File: config.mk
export PLATFORM = sky130hd
export DESIGN_NAME = csc_channel
export DESIGN_NICKNAME = d
export VERILOG_FILES = /design/src/rtl/csc_pkg.sv /design/src/rtl/csc_timebase.sv /design/src/rtl/csc_channel.sv
export VERILOG_INCLUDE_DIRS = /design/src /design/src/rtl
export SDC_FILE = /design/constraint.sdc
export NUM_CORES = 2
export LEC_CHECK = 0
export ABC_CLOCK_PERIOD_IN_PS = 5800
export BUFFER_PORTS_ARGS = -buffer_cell sky130_fd_sc_hd__buf_2
export CAP_MARGIN = 20
export CORE_MARGIN = 2
export CORE_UTILIZATION = 55
export CTS_CLUSTER_DIAMETER = 100
export DETAILED_ROUTE_END_ITERATION = 12
export GPL_TIMING_DRIVEN = 0
export HOLD_SLACK_MARGIN = 0.03
export PLACE_DENSITY_LB_ADDON = 0.05
export SYNTH_ARGS = -nofsm -noshare
export SYNTH_HDL_FRONTEND = slang
export SYNTH_SLANG_ARGS = --single-unit
File: constraint.sdc
create_clock -name REF_CLK -period 5.8 [get_ports REF_CLK]
set_input_delay 1.16 -clock REF_CLK [delete_from_list [all_inputs] [get_ports REF_CLK]]
set_output_delay 1.16 -clock REF_CLK [all_outputs]
set_load 0.02 [all_outputs]
File: src/rtl/csc_defines.svh
// Constants of the cycle-steal channel: sizes, offsets, field positions, resets, timing.
// Assumes inclusion by bare name from the package and the design modules.
`ifndef CSC_DEFINES_SVH
`define CSC_DEFINES_SVH

// ****************************************************************
// Sizes
// ****************************************************************
`define CSC_NLVL       15            // Cycle-steal levels: 3 basic plus 12 optional
`define CSC_NTMR       3             // Interval timers
`define CSC_WORD_W     16            // Core data word width
`define CSC_PRE_W      16            // Width of the time-base prescaler
`define CSC_UNIT_W     11            // Width of a timer period counter

// ****************************************************************
// Timing
// ****************************************************************
`define CSC_CLK_NS     5             // REF_CLK period, 200 MHz
`define CSC_BASE_NS    125000        // Smallest time-base step, 0.125 ms
`define CSC_BASE_CLKS  (`CSC_BASE_NS / `CSC_CLK_NS)
`define CSC_MAX_CODE   4'h9          // Ten time-base choices, codes 0 to 9

// ****************************************************************
// Core words reserved for the timers
// ****************************************************************
`define CSC_TMR_ADR    16'h0004      // Timer 0 word; timers 1 and 2 follow

// ****************************************************************
// Register offsets (byte addresses)
// ****************************************************************
`define CSC_OFS_PTR    4'h0          // Per-level table pointer
`define CSC_OFS_LIM    4'h4          // Per-level table end (chaining)
`define CSC_OFS_NXT    4'h8          // Per-level chained table start
`define CSC_OFS_CTL    4'hC          // Per-level control
`define CSC_ADR_TCTL   12'h100       // Timer run bits
`define CSC_ADR_TBASE  12'h104       // Timer time-base codes
`define CSC_ADR_STAT   12'h108       // Channel status

// ****************************************************************
// Field positions of the level control word
// ****************************************************************
`define CSC_CTL_DIR    0             // 1: core to device, 0: device to core
`define CSC_CTL_AUX    1             // Level steered to auxiliary storage
`define CSC_CTL_CHAIN  2             // Chaining on at table end

// ****************************************************************
// Reset values
// ****************************************************************
`define CSC_RST_WORD   16'h0000
`define CSC_RST_CTL    3'h0
`define CSC_RST_CODE   4'h0

`endif

File: src/rtl/csc_pkg.sv
// Types shared by the cycle-steal channel and its timer time base.
// Assumes csc_defines.svh on the include path.
`include "csc_defines.svh"

package csc_pkg;

  // ****************************************************************
  // Steal sequencer
  // ****************************************************************
  typedef enum logic [1:0] {
    CSC_IDLE,
    CSC_READ,
    CSC_LATCH,
    CSC_WRITE
  } csc_seq_t;

  // ****************************************************************
  // State of the channel, apart from the timer time base
  // ****************************************************************
  typedef struct packed {
    csc_seq_t                                  seq;       // Steal phase
    logic [3:0]                                lvl;       // Level being served
    logic                                      is_tmr;    // Steal belongs to a timer
    logic [1:0]                                tmr;       // Timer being served
    logic [`CSC_NLVL-1:0][`CSC_WORD_W-1:0]     ptr;       // Table pointers
    logic [`CSC_NLVL-1:0][`CSC_WORD_W-1:0]     lim;       // Table ends
    logic [`CSC_NLVL-1:0][`CSC_WORD_W-1:0]     nxt;       // Chained starts
    logic [`CSC_NLVL-1:0][2:0]                 ctl;       // Level controls
    logic [`CSC_NTMR-1:0]                      run;       // Timer run bits
    logic [`CSC_NTMR-1:0][3:0]                 code;      // Time-base codes
    logic [`CSC_NTMR-1:0]                      pend;      // Timer increments owed
    logic                                      mem_req;   // Core access strobe
    logic                                      mem_we;    // Core write
    logic                                      mem_aux;   // Auxiliary storage select
    logic [`CSC_WORD_W-1:0]                    mem_adr;   // Core address
    logic [`CSC_WORD_W-1:0]                    mem_wdat;  // Core write data
    logic                                      hold;      // Processor held
    logic [`CSC_NLVL-1:0]                      grant;     // Level served
    logic [`CSC_WORD_W-1:0]                    dev_rdat;  // Word for the device
    logic                                      irq;       // Timer wrap request
    logic                                      ack;       // Bus acknowledge
    logic [31:0]                               rdat;      // Bus read data
  } csc_state_t;

  // ****************************************************************
  // State of the timer time base
  // ****************************************************************
  typedef struct packed {
    logic [`CSC_PRE_W-1:0]                     pre;       // Prescaler
    logic [`CSC_NTMR-1:0][`CSC_UNIT_W-1:0]     cnt;       // Base steps in period
    logic [`CSC_NTMR-1:0]                      tick;      // Period completed
  } csc_tb_state_t;

endpackage

File: src/rtl/csc_timebase.sv
// Time base of the three interval timers: one prescaler, one period counter per timer.
// Assumes the channel clears nothing here; it only reads the one-cycle tick pulses.
`timescale 1ns/1ps
`include "csc_defines.svh"

module csc_timebase #(
  parameter int BASE_CLKS = `CSC_BASE_CLKS,  // Clocks in one 0.125 ms step
  parameter bit MODEL2    = 1'b0             // 0: first model, 1: second model
) (
  input  wire logic                          clk,
  input  wire logic                          rst_b,
  input  wire logic [`CSC_NTMR-1:0]          run,
  input  wire logic [`CSC_NTMR-1:0][3:0]     code,
  output logic      [`CSC_NTMR-1:0]          tick
);

  csc_pkg::csc_tb_state_t  tb_r;    // Registered state
  csc_pkg::csc_tb_state_t  tb_nxt;  // Next state
  logic                    step;    // One 0.125 ms step done
  logic [3:0]              c;       // Clamped code
  logic [`CSC_UNIT_W-1:0]  units;   // Period in steps

  // ****************************************************************
  // Next state
  // ****************************************************************
  always_comb begin
    tb_nxt = tb_r;
    c      = 4'h0;
    units  = '0;
    // Prescaler free-runs so all timers share one phase
    step = (tb_r.pre == `CSC_PRE_W'(BASE_CLKS - 1));
    tb_nxt.pre = step ? '0 : tb_r.pre + `CSC_PRE_W'(1);
    for (int i = 0; i < `CSC_NTMR; i++) begin
      // Unused codes above nine fall back to the longest period
      c = (code[i] > `CSC_MAX_CODE) ? `CSC_MAX_CODE : code[i];
      // Period choices of the two models
      units = MODEL2 ? (`CSC_UNIT_W'(1) << c) : (`CSC_UNIT_W'(2) << c);
      tb_nxt.tick[i] = 1'b0;
      if (!run[i]) begin
        // Stopped timer restarts its step count from zero when run again
        tb_nxt.cnt[i] = '0;
      end else if (step) begin
        if (tb_r.cnt[i] + `CSC_UNIT_W'(1) == units) begin
          tb_nxt.cnt[i]  = '0;
          tb_nxt.tick[i] = 1'b1;
        end else begin
          tb_nxt.cnt[i] = tb_r.cnt[i] + `CSC_UNIT_W'(1);
        end
      end
    end
  end

  // ****************************************************************
  // State register
  // ****************************************************************
  always_ff @(posedge clk or negedge rst_b) begin
    if (!rst_b) begin
      tb_r <= '0;
    end else begin
      tb_r <= tb_nxt;
    end
  end

  assign tick = tb_r.tick;
endmodule

File: src/rtl/csc_channel.sv
// Cycle-steal data channel with interval timers, top level.
// Assumes device adapters and core storage run on REF_CLK; registers over classic Wishbone.
//
// Notes on behaviour
// - Fifteen prioritized levels, one device per level
// - Each steal delays processor one machine cycle
// - Initialization loads level table pointer
// - Highest active level wins at cycle end
// - Pointer addresses core; one word moves
// - Pointer advances after every transfer
// - Storage returns to processor, no program help
// - Chaining continues or repeats tables
// - Auxiliary-initialized level keeps using auxiliary storage
// - Timer words at three consecutive core words
// - First model time bases 0.25 to 128 ms
// - Second model time bases 0.125 to 64 ms
// - Program starts and stops timers
// - Running timer incremented by steal each period
// - Sixteen-bit timer word wraps to zero
// - Zero timer word requests interrupt
//
// Decided for this implementation: the Wishbone register port and the register addresses.
`timescale 1ns/1ps
`include "csc_defines.svh"

module csc_channel #(
  parameter int BASE_CLKS = `CSC_BASE_CLKS,  // Clocks in one 0.125 ms step
  parameter bit MODEL2    = 1'b0             // Time-base model select
) (
  input  wire logic                       REF_CLK,
  input  wire logic                       RST_B,
  // Wishbone slave
  input  wire logic                       WB_CYC_I,
  input  wire logic                       WB_STB_I,
  input  wire logic                       WB_WE_I,
  input  wire logic [11:0]                WB_ADR_I,
  input  wire logic [3:0]                 WB_SEL_I,
  input  wire logic [31:0]                WB_DAT_I,
  output logic      [31:0]                WB_DAT_O,
  output logic                            WB_ACK_O,
  // Processor side
  input  wire logic                       CYCLE_END,
  output logic                            CPU_HOLD,
  // Core storage
  output logic                            MEM_REQ,
  output logic                            MEM_WE,
  output logic                            MEM_AUX,
  output logic      [`CSC_WORD_W-1:0]     MEM_ADR,
  output logic      [`CSC_WORD_W-1:0]     MEM_WDATA,
  input  wire logic [`CSC_WORD_W-1:0]     MEM_RDATA,
  // Device adapters
  input  wire logic [`CSC_NLVL-1:0]       CS_REQ,
  output logic      [`CSC_NLVL-1:0]       CS_GRANT,
  input  wire logic [`CSC_WORD_W-1:0]     DEV_WDATA,
  output logic      [`CSC_WORD_W-1:0]     DEV_RDATA,
  // Timer interrupt request
  output logic                            TIMER_IRQ
);

  // ****************************************************************
  // Declarations
  // ****************************************************************
  csc_pkg::csc_state_t     st_r;      // Registered state
  csc_pkg::csc_state_t     st_nxt;    // Next state
  logic [`CSC_NTMR-1:0]    tick;      // Timer periods completed
  logic [`CSC_NTMR-1:0]    tmr_clr;   // Timer increment served
  logic                    bus_on;    // Access on the bus, CYC and STB both high
  logic                    bus_wr;    // Write takes effect now
  logic                    in_lvl;    // Address inside level window
  logic [3:0]              a_lvl;     // Addressed level
  logic [3:0]              win;       // Winning level
  logic [1:0]              twin;      // Winning timer
  logic [`CSC_WORD_W-1:0]  adv;       // Advanced pointer
  logic [`CSC_WORD_W-1:0]  wdat16;    // Low half of bus write data
  logic [31:0]             rd_val;    // Read mux

  // ****************************************************************
  // Timer time base
  // ****************************************************************
  csc_timebase #(
    .BASE_CLKS (BASE_CLKS),
    .MODEL2    (MODEL2)
  ) u_timebase (
    .clk   (REF_CLK),
    .rst_b (RST_B),
    .run   (st_r.run),
    .code  (st_r.code),
    .tick  (tick)
  );

  // ****************************************************************
  // Bus decode
  // ****************************************************************
  // Writes land at the edge that ends the ack cycle, matching the master
  assign bus_on = WB_CYC_I & WB_STB_I;
  assign bus_wr = bus_on & WB_WE_I & st_r.ack;
  assign a_lvl  = WB_ADR_I[7:4];
  assign in_lvl = (WB_ADR_I[11:8] == 4'h0) && (a_lvl < 4'(`CSC_NLVL));
  // Byte lanes above the 16-bit words are ignored
  assign wdat16 = {WB_SEL_I[1] ? WB_DAT_I[15:8] : 8'h00,
                   WB_SEL_I[0] ? WB_DAT_I[7:0]  : 8'h00};

  // ****************************************************************
  // Next state: steal sequencer, timers and register file
  // ****************************************************************
  always_comb begin
    st_nxt  = st_r;
    tmr_clr = '0;
    win     = 4'h0;
    twin    = 2'h0;
    adv     = st_r.ptr[st_r.lvl] + `CSC_WORD_W'(1);
    rd_val  = 32'h0000_0000;
    st_nxt.grant = '0;
    st_nxt.irq   = 1'b0;
    // Priority: lowest level number first, timers above all levels
    for (int i = `CSC_NLVL - 1; i >= 0; i--) begin
      if (CS_REQ[i]) begin
        win = 4'(i);
      end
    end
    for (int j = `CSC_NTMR - 1; j >= 0; j--) begin
      if (st_r.pend[j]) begin
        twin = 2'(j);
      end
    end
    case (st_r.seq)
      csc_pkg::CSC_IDLE: begin
        // Steal only at a machine-cycle boundary
        if (CYCLE_END && ((|st_r.pend) || (|CS_REQ))) begin
          st_nxt.seq     = csc_pkg::CSC_READ;
          st_nxt.hold    = 1'b1;
          st_nxt.mem_req = 1'b1;
          st_nxt.mem_we  = 1'b0;
          if (|st_r.pend) begin
            // Timer words sit at consecutive reserved core words
            st_nxt.is_tmr  = 1'b1;
            st_nxt.tmr     = twin;
            st_nxt.mem_aux = 1'b0;
            st_nxt.mem_adr = `CSC_TMR_ADR + `CSC_WORD_W'(twin);
          end else begin
            // Winning pointer addresses core
            st_nxt.is_tmr  = 1'b0;
            st_nxt.lvl     = win;
            st_nxt.mem_aux = st_r.ctl[win][`CSC_CTL_AUX];
            st_nxt.mem_adr = st_r.ptr[win];
          end
        end
      end
      csc_pkg::CSC_READ: begin
        // Core answers on the next cycle
        st_nxt.seq     = csc_pkg::CSC_LATCH;
        st_nxt.mem_req = 1'b0;
      end
      csc_pkg::CSC_LATCH: begin
        st_nxt.seq     = csc_pkg::CSC_WRITE;
        st_nxt.mem_req = 1'b1;
        st_nxt.mem_we  = 1'b1;
        if (st_r.is_tmr) begin
          // Add one; all ones wraps to zero
          st_nxt.mem_wdat = MEM_RDATA + `CSC_WORD_W'(1);
          st_nxt.irq      = (MEM_RDATA == 16'hFFFF);
          tmr_clr[st_r.tmr] = 1'b1;
        end else begin
          if (st_r.ctl[st_r.lvl][`CSC_CTL_DIR]) begin
            // Core to device: read word restored, copy handed over
            st_nxt.mem_wdat = MEM_RDATA;
            st_nxt.dev_rdat = MEM_RDATA;
          end else begin
            st_nxt.mem_wdat = DEV_WDATA;
          end
          // Grant stands while the write is on, device drops its request
          st_nxt.grant[st_r.lvl] = 1'b1;
        end
      end
      csc_pkg::CSC_WRITE: begin
        // Storage back to the processor
        st_nxt.seq     = csc_pkg::CSC_IDLE;
        st_nxt.hold    = 1'b0;
        st_nxt.mem_req = 1'b0;
        st_nxt.mem_we  = 1'b0;
        if (!st_r.is_tmr) begin
          // Chain to the next table, or advance
          if (st_r.ctl[st_r.lvl][`CSC_CTL_CHAIN] && (adv == st_r.lim[st_r.lvl])) begin
            st_nxt.ptr[st_r.lvl] = st_r.nxt[st_r.lvl];
          end else begin
            st_nxt.ptr[st_r.lvl] = adv;
          end
        end
      end
      default: begin
        st_nxt.seq = csc_pkg::CSC_IDLE;
      end
    endcase
    // A period ending as its increment is served is kept
    st_nxt.pend = (st_r.pend & ~tmr_clr) | (tick & st_r.run);
    // Register writes; initialization overrides an advance in the same cycle
    if (bus_wr && in_lvl) begin
      case (WB_ADR_I[3:0])
        `CSC_OFS_PTR: st_nxt.ptr[a_lvl] = wdat16;
        `CSC_OFS_LIM: st_nxt.lim[a_lvl] = wdat16;
        `CSC_OFS_NXT: st_nxt.nxt[a_lvl] = wdat16;
        `CSC_OFS_CTL: st_nxt.ctl[a_lvl] = wdat16[2:0];
        default: begin
          // Holes in the level window ignore writes
        end
      endcase
    end else if (bus_wr && (WB_ADR_I == `CSC_ADR_TCTL)) begin
      st_nxt.run = wdat16[`CSC_NTMR-1:0];
    end else if (bus_wr && (WB_ADR_I == `CSC_ADR_TBASE)) begin
      st_nxt.code = wdat16[11:0];
    end
    // Read mux; unmapped addresses read zero
    if (in_lvl) begin
      case (WB_ADR_I[3:0])
        `CSC_OFS_PTR: rd_val = {16'h0000, st_r.ptr[a_lvl]};
        `CSC_OFS_LIM: rd_val = {16'h0000, st_r.lim[a_lvl]};
        `CSC_OFS_NXT: rd_val = {16'h0000, st_r.nxt[a_lvl]};
        `CSC_OFS_CTL: rd_val = {29'h0000_0000, st_r.ctl[a_lvl]};
        default:      rd_val = 32'h0000_0000;
      endcase
    end else if (WB_ADR_I == `CSC_ADR_TCTL) begin
      rd_val = {29'h0000_0000, st_r.run};
    end else if (WB_ADR_I == `CSC_ADR_TBASE) begin
      rd_val = {20'h0_0000, st_r.code};
    end else if (WB_ADR_I == `CSC_ADR_STAT) begin
      rd_val = {20'h0_0000, st_r.is_tmr, st_r.pend, st_r.lvl, 3'h0, st_r.hold};
    end
    // One-cycle ack, then a gap before the next access
    st_nxt.ack  = bus_on & ~st_r.ack;
    st_nxt.rdat = (bus_on & ~st_r.ack) ? rd_val : st_r.rdat;
  end

  // ****************************************************************
  // State register
  // ****************************************************************
  always_ff @(posedge REF_CLK or negedge RST_B) begin
    if (!RST_B) begin
      st_r <= '0;
    end else begin
      st_r <= st_nxt;
    end
  end

  // ****************************************************************
  // Outputs, all from flip-flops
  // ****************************************************************
  assign WB_DAT_O  = st_r.rdat;
  assign WB_ACK_O  = st_r.ack;
  assign CPU_HOLD  = st_r.hold;
  assign MEM_REQ   = st_r.mem_req;
  assign MEM_WE    = st_r.mem_we;
  assign MEM_AUX   = st_r.mem_aux;
  assign MEM_ADR   = st_r.mem_adr;
  assign MEM_WDATA = st_r.mem_wdat;
  assign CS_GRANT  = st_r.grant;
  assign DEV_RDATA = st_r.dev_rdat;
  assign TIMER_IRQ = st_r.irq;
endmodule

==> results.toml <==
[status]
outcome = "complete, but fails checks"
violations = "setup timing"

[sta]
max_slew_margin_pct = 9.79
fin_setup_tns_ns = -3.49
grt_setup_unrepaired = "no"
max_freq_ghz = 0.165
setup_viol = 60
whs_ns = 0.345
worst-slew-pin-transition_ns = 1.35
fin_crit_ns = 6.07
final_max_slew_viol_count = 0
finalWorstSetupSlack_ns = -0.265
finalHoldViolCount = 0
min_period_over_period_pct = 105
clock_skew_ns = 0.0339

[floorplan]
die_y_um = 316
initial_core_util_pct = 55.5
num_rows = 114
dieArea_um2 = 100000
die_w_um = 316
coreArea_um2 = 96600
pin_count = 202

[synth]
synth.avg_cell_area_um2 = 10.5
synth-edff-count = 0
async_reset_ff_share_pct = 100
synth_cell_type_count = 87
syn_inst = 5088
synth_top_cell_by_area = "dfrtp_1"
seq_area_frac_synth_pct = 43.3
synth_area_leaders = "dfrtp_1 (43%), mux4_2 (17%), o21ai_0 (6.3%)"
synth_flop_cell = "dfrtp_1"
synth-seq-cells = 928
synthesis.area_um2 = 53600
synth.top_cell.area_share_pct = 43.3
ys_warn_count = 0

[detailed_routing]
drc = 0
ant_nets = 0
wirelength_um = 262000
dr_total_vias = 50800
drtIter0Drc = 8339
routed_via_density = 7.44
drt_pass1_iterations = 9
wl_per_cell_um = 38.4

[clock_network]
clk_pin_slew_ns = 0.06
cts.sinks = 928
cts_root_buf = "clkbuf_16"
htreeDepth = 3
clk_latency_ns = 0.74
cts_max_path_buffers = 3
cts_buffers = 102
holdBufCountCts = 0
cts_tree = "built"

[placement]
hpwl_um = 191000
dp_slack_ns = -2.82
place_inst = 6596
portBuffers = 166
gp_congestion = 1.14

[critical_path]
timing.rr.start = "st_r[889]$_DFFE_PN0P_"
max_stage_delay_ns = 0.70
critical_path_class = "primary input to register"
path_max_fanout = 10
crit_chain = "buf_2, buf_1, clkbuf_1, buf_2, clkbuf_1, clkbuf_1, o21ai_0, mux4_2, mux2i_1, o22ai_1, nand2_1, nand2_1"
required_ns = 6.39
slowest_stage = "clkbuf_1"
critPathLaunch = "WB_ADR_I[4]"
crit_path_end_kind = "register"
cp.arrival_ns = 6.66
path_common_cell = "clkbuf_1"
critPathLaunchType = "primary input"

[global_routing]
grt-ovfl-total = 0
grt_usage_pct = 52.5
grt_pass1_wl_um = 364000
antenna_found_initial = 28
grt_max_degree = 116
grt_pass1_vias = 48500

[finish]
fill_cells = 7936
layout.nets = 5563
layoutNonFillerInstCount = 6824
syn_to_final_growth_pct = 14.3
drive_gt1_share_pct = 21.6

[worst_hold_path]
min_path_type = "primary input to asynchronous set/reset pin"

[job]
max_cap_viol_count = 0

[power_and_ir_drop]
peakVddDrop_mv = 0.258
power_uw = 23600
cellPowerDensity_nw_per_um2 = 386
p_leak_uw = 0.0254
-- cell usage after synthesis, types with 31 or more instances --
library cell  instances
a221oi_1            179
buf_2                31
mux4_2              416
buf_1                56
a21oi_1              66
clkbuf_1            366
o21ai_0             678
mux2i_1             186
dfrtp_1             928
nand2_1             890
o31ai_1              54
inv_1                54
xor2_1               32
nor3_1              249
and3_1               35
a31oi_1              39
a22oi_1              45
nor2_1              122
mux2_2               63
xnor2_1              56
nand3_1              89
buf_4               112
-- worst max-delay path, delay by kind of cell --
| family | cells | cell delay, ns |
|---|---|---|
| buf+inv | 6 | 3.11 |
| simple gates | 2 | 0.22 |
| compound gates | 2 | 0.87 |
| mux | 2 | 1.26 |
-- layout by cell type, fill, tap and decap left out, types with 43 or more instances in the layout --
| master | n |
|---|---|
| dfrtp_1 | 927 |
| nand2_1 | 887 |
| o21ai_0 | 677 |
| mux4_2 | 416 |
| clkbuf_1 | 340 |
| nor3_1 | 241 |
| buf_2 | 186 |
| a221oi_1 | 178 |
| mux2i_1 | 176 |
| buf_4 | 141 |
| nor2_1 | 120 |
| clkbuf_16 | 103 |
| nand3_1 | 89 |
| mux2_2 | 63 |
| a21oi_1 | 62 |
| xnor2_1 | 55 |
| inv_1 | 54 |
| o31ai_1 | 54 |
| clkbuf_2 | 52 |
| a22oi_1 | 43 |
-- worst paths after layout --
path	slack (ns)	cells past startpoint	endpoint
setup reg to reg	-0.20	11	st_r[654]$_DFF_PN0_
hold reg to reg	0.46	2	st_r[101]$_DFF_PN0_
max in group asynchronous	3.50	4	asynchronous set/reset pin
min in group REF_CLK	0.46	2	st_r[101]$_DFF_PN0_
hold / removal	0.34	1	DEV_RDATA[10]$_DFFE_PN0P_
setup / recovery	-0.27	12	WB_DAT_O[6]$_DFFE_PN0P_
-- per-layer routing --
metal / part of all wire (%) / vias up / global-route usage, %
li1: - / 19600 / -
met1: 33 / 25300 / 62.8
met2: 40 / 4708 / 70.7
met3: 17 / 1166 / 28.7
met4: 9.3 / 36 / 38.4
met5: 0.19 / - / 2.32
-- power breakdown --
part           switching, uW  internal, uW  total, uW
Sequential               611          6990       7600
Combinational           6080          3040       9120
Clock                   2990          3900       6890
-- metrics by stage --
stage                     cell area [um^2]  util, %
final                                61300     63.4
after global routing                 61200     63.4
after CTS                            60800     62.9
after detailed placement             57000     59.0
after global placement               56100     58.1
after floorplan                      53700        -
-- logic make-up (layout without fill, tap and decap cells) --
logic type / Yosys count / after routing / share of synthesized area (%)
XOR/XNOR: 89 / 89 / 1.48
other: 1 / 31 / 0.00700
multiplexers: 665 / 665 / 22.3
AND/OR/NAND/NOR: 1530 / 1530 / 12.6
flip-flops: 928 / 928 / 43.3
AO/OA/AOI/OAI: 1237 / 1237 / 14.8
buffers and inverters: 628 / 1058 / 5.34
adder cells (fa/ha/maj): 10 / 10 / 0.233
-- timing repair --
item / 4_1_cts / 5_1_grt
pin swaps: 1 / 3
gates resized for setup: 119 / 48
endpoints found under the setup margin: 292 / 224
setup buffers: 3 / 6
-- cell type report --
| cell class | count | area, um^2 | area share [%] |
|---|---|---|---|
| antenna | 15 | 37.5 | 0.0613 |
| buffer | 572 | 2850 | 4.65 |
| clock buffer | 145 | 2920 | 4.76 |
| clock inverter | 40 | 504 | 0.823 |
| inverter | 55 | 206 | 0.337 |
| multi-input combinational | 3547 | 27900 | 45.5 |
| sequential | 928 | 23200 | 37.9 |
| tap | 1276 | 1600 | 2.61 |
| timing repair buffer | 246 | 2070 | 3.38 |
(Power assumes the default switching activity.)
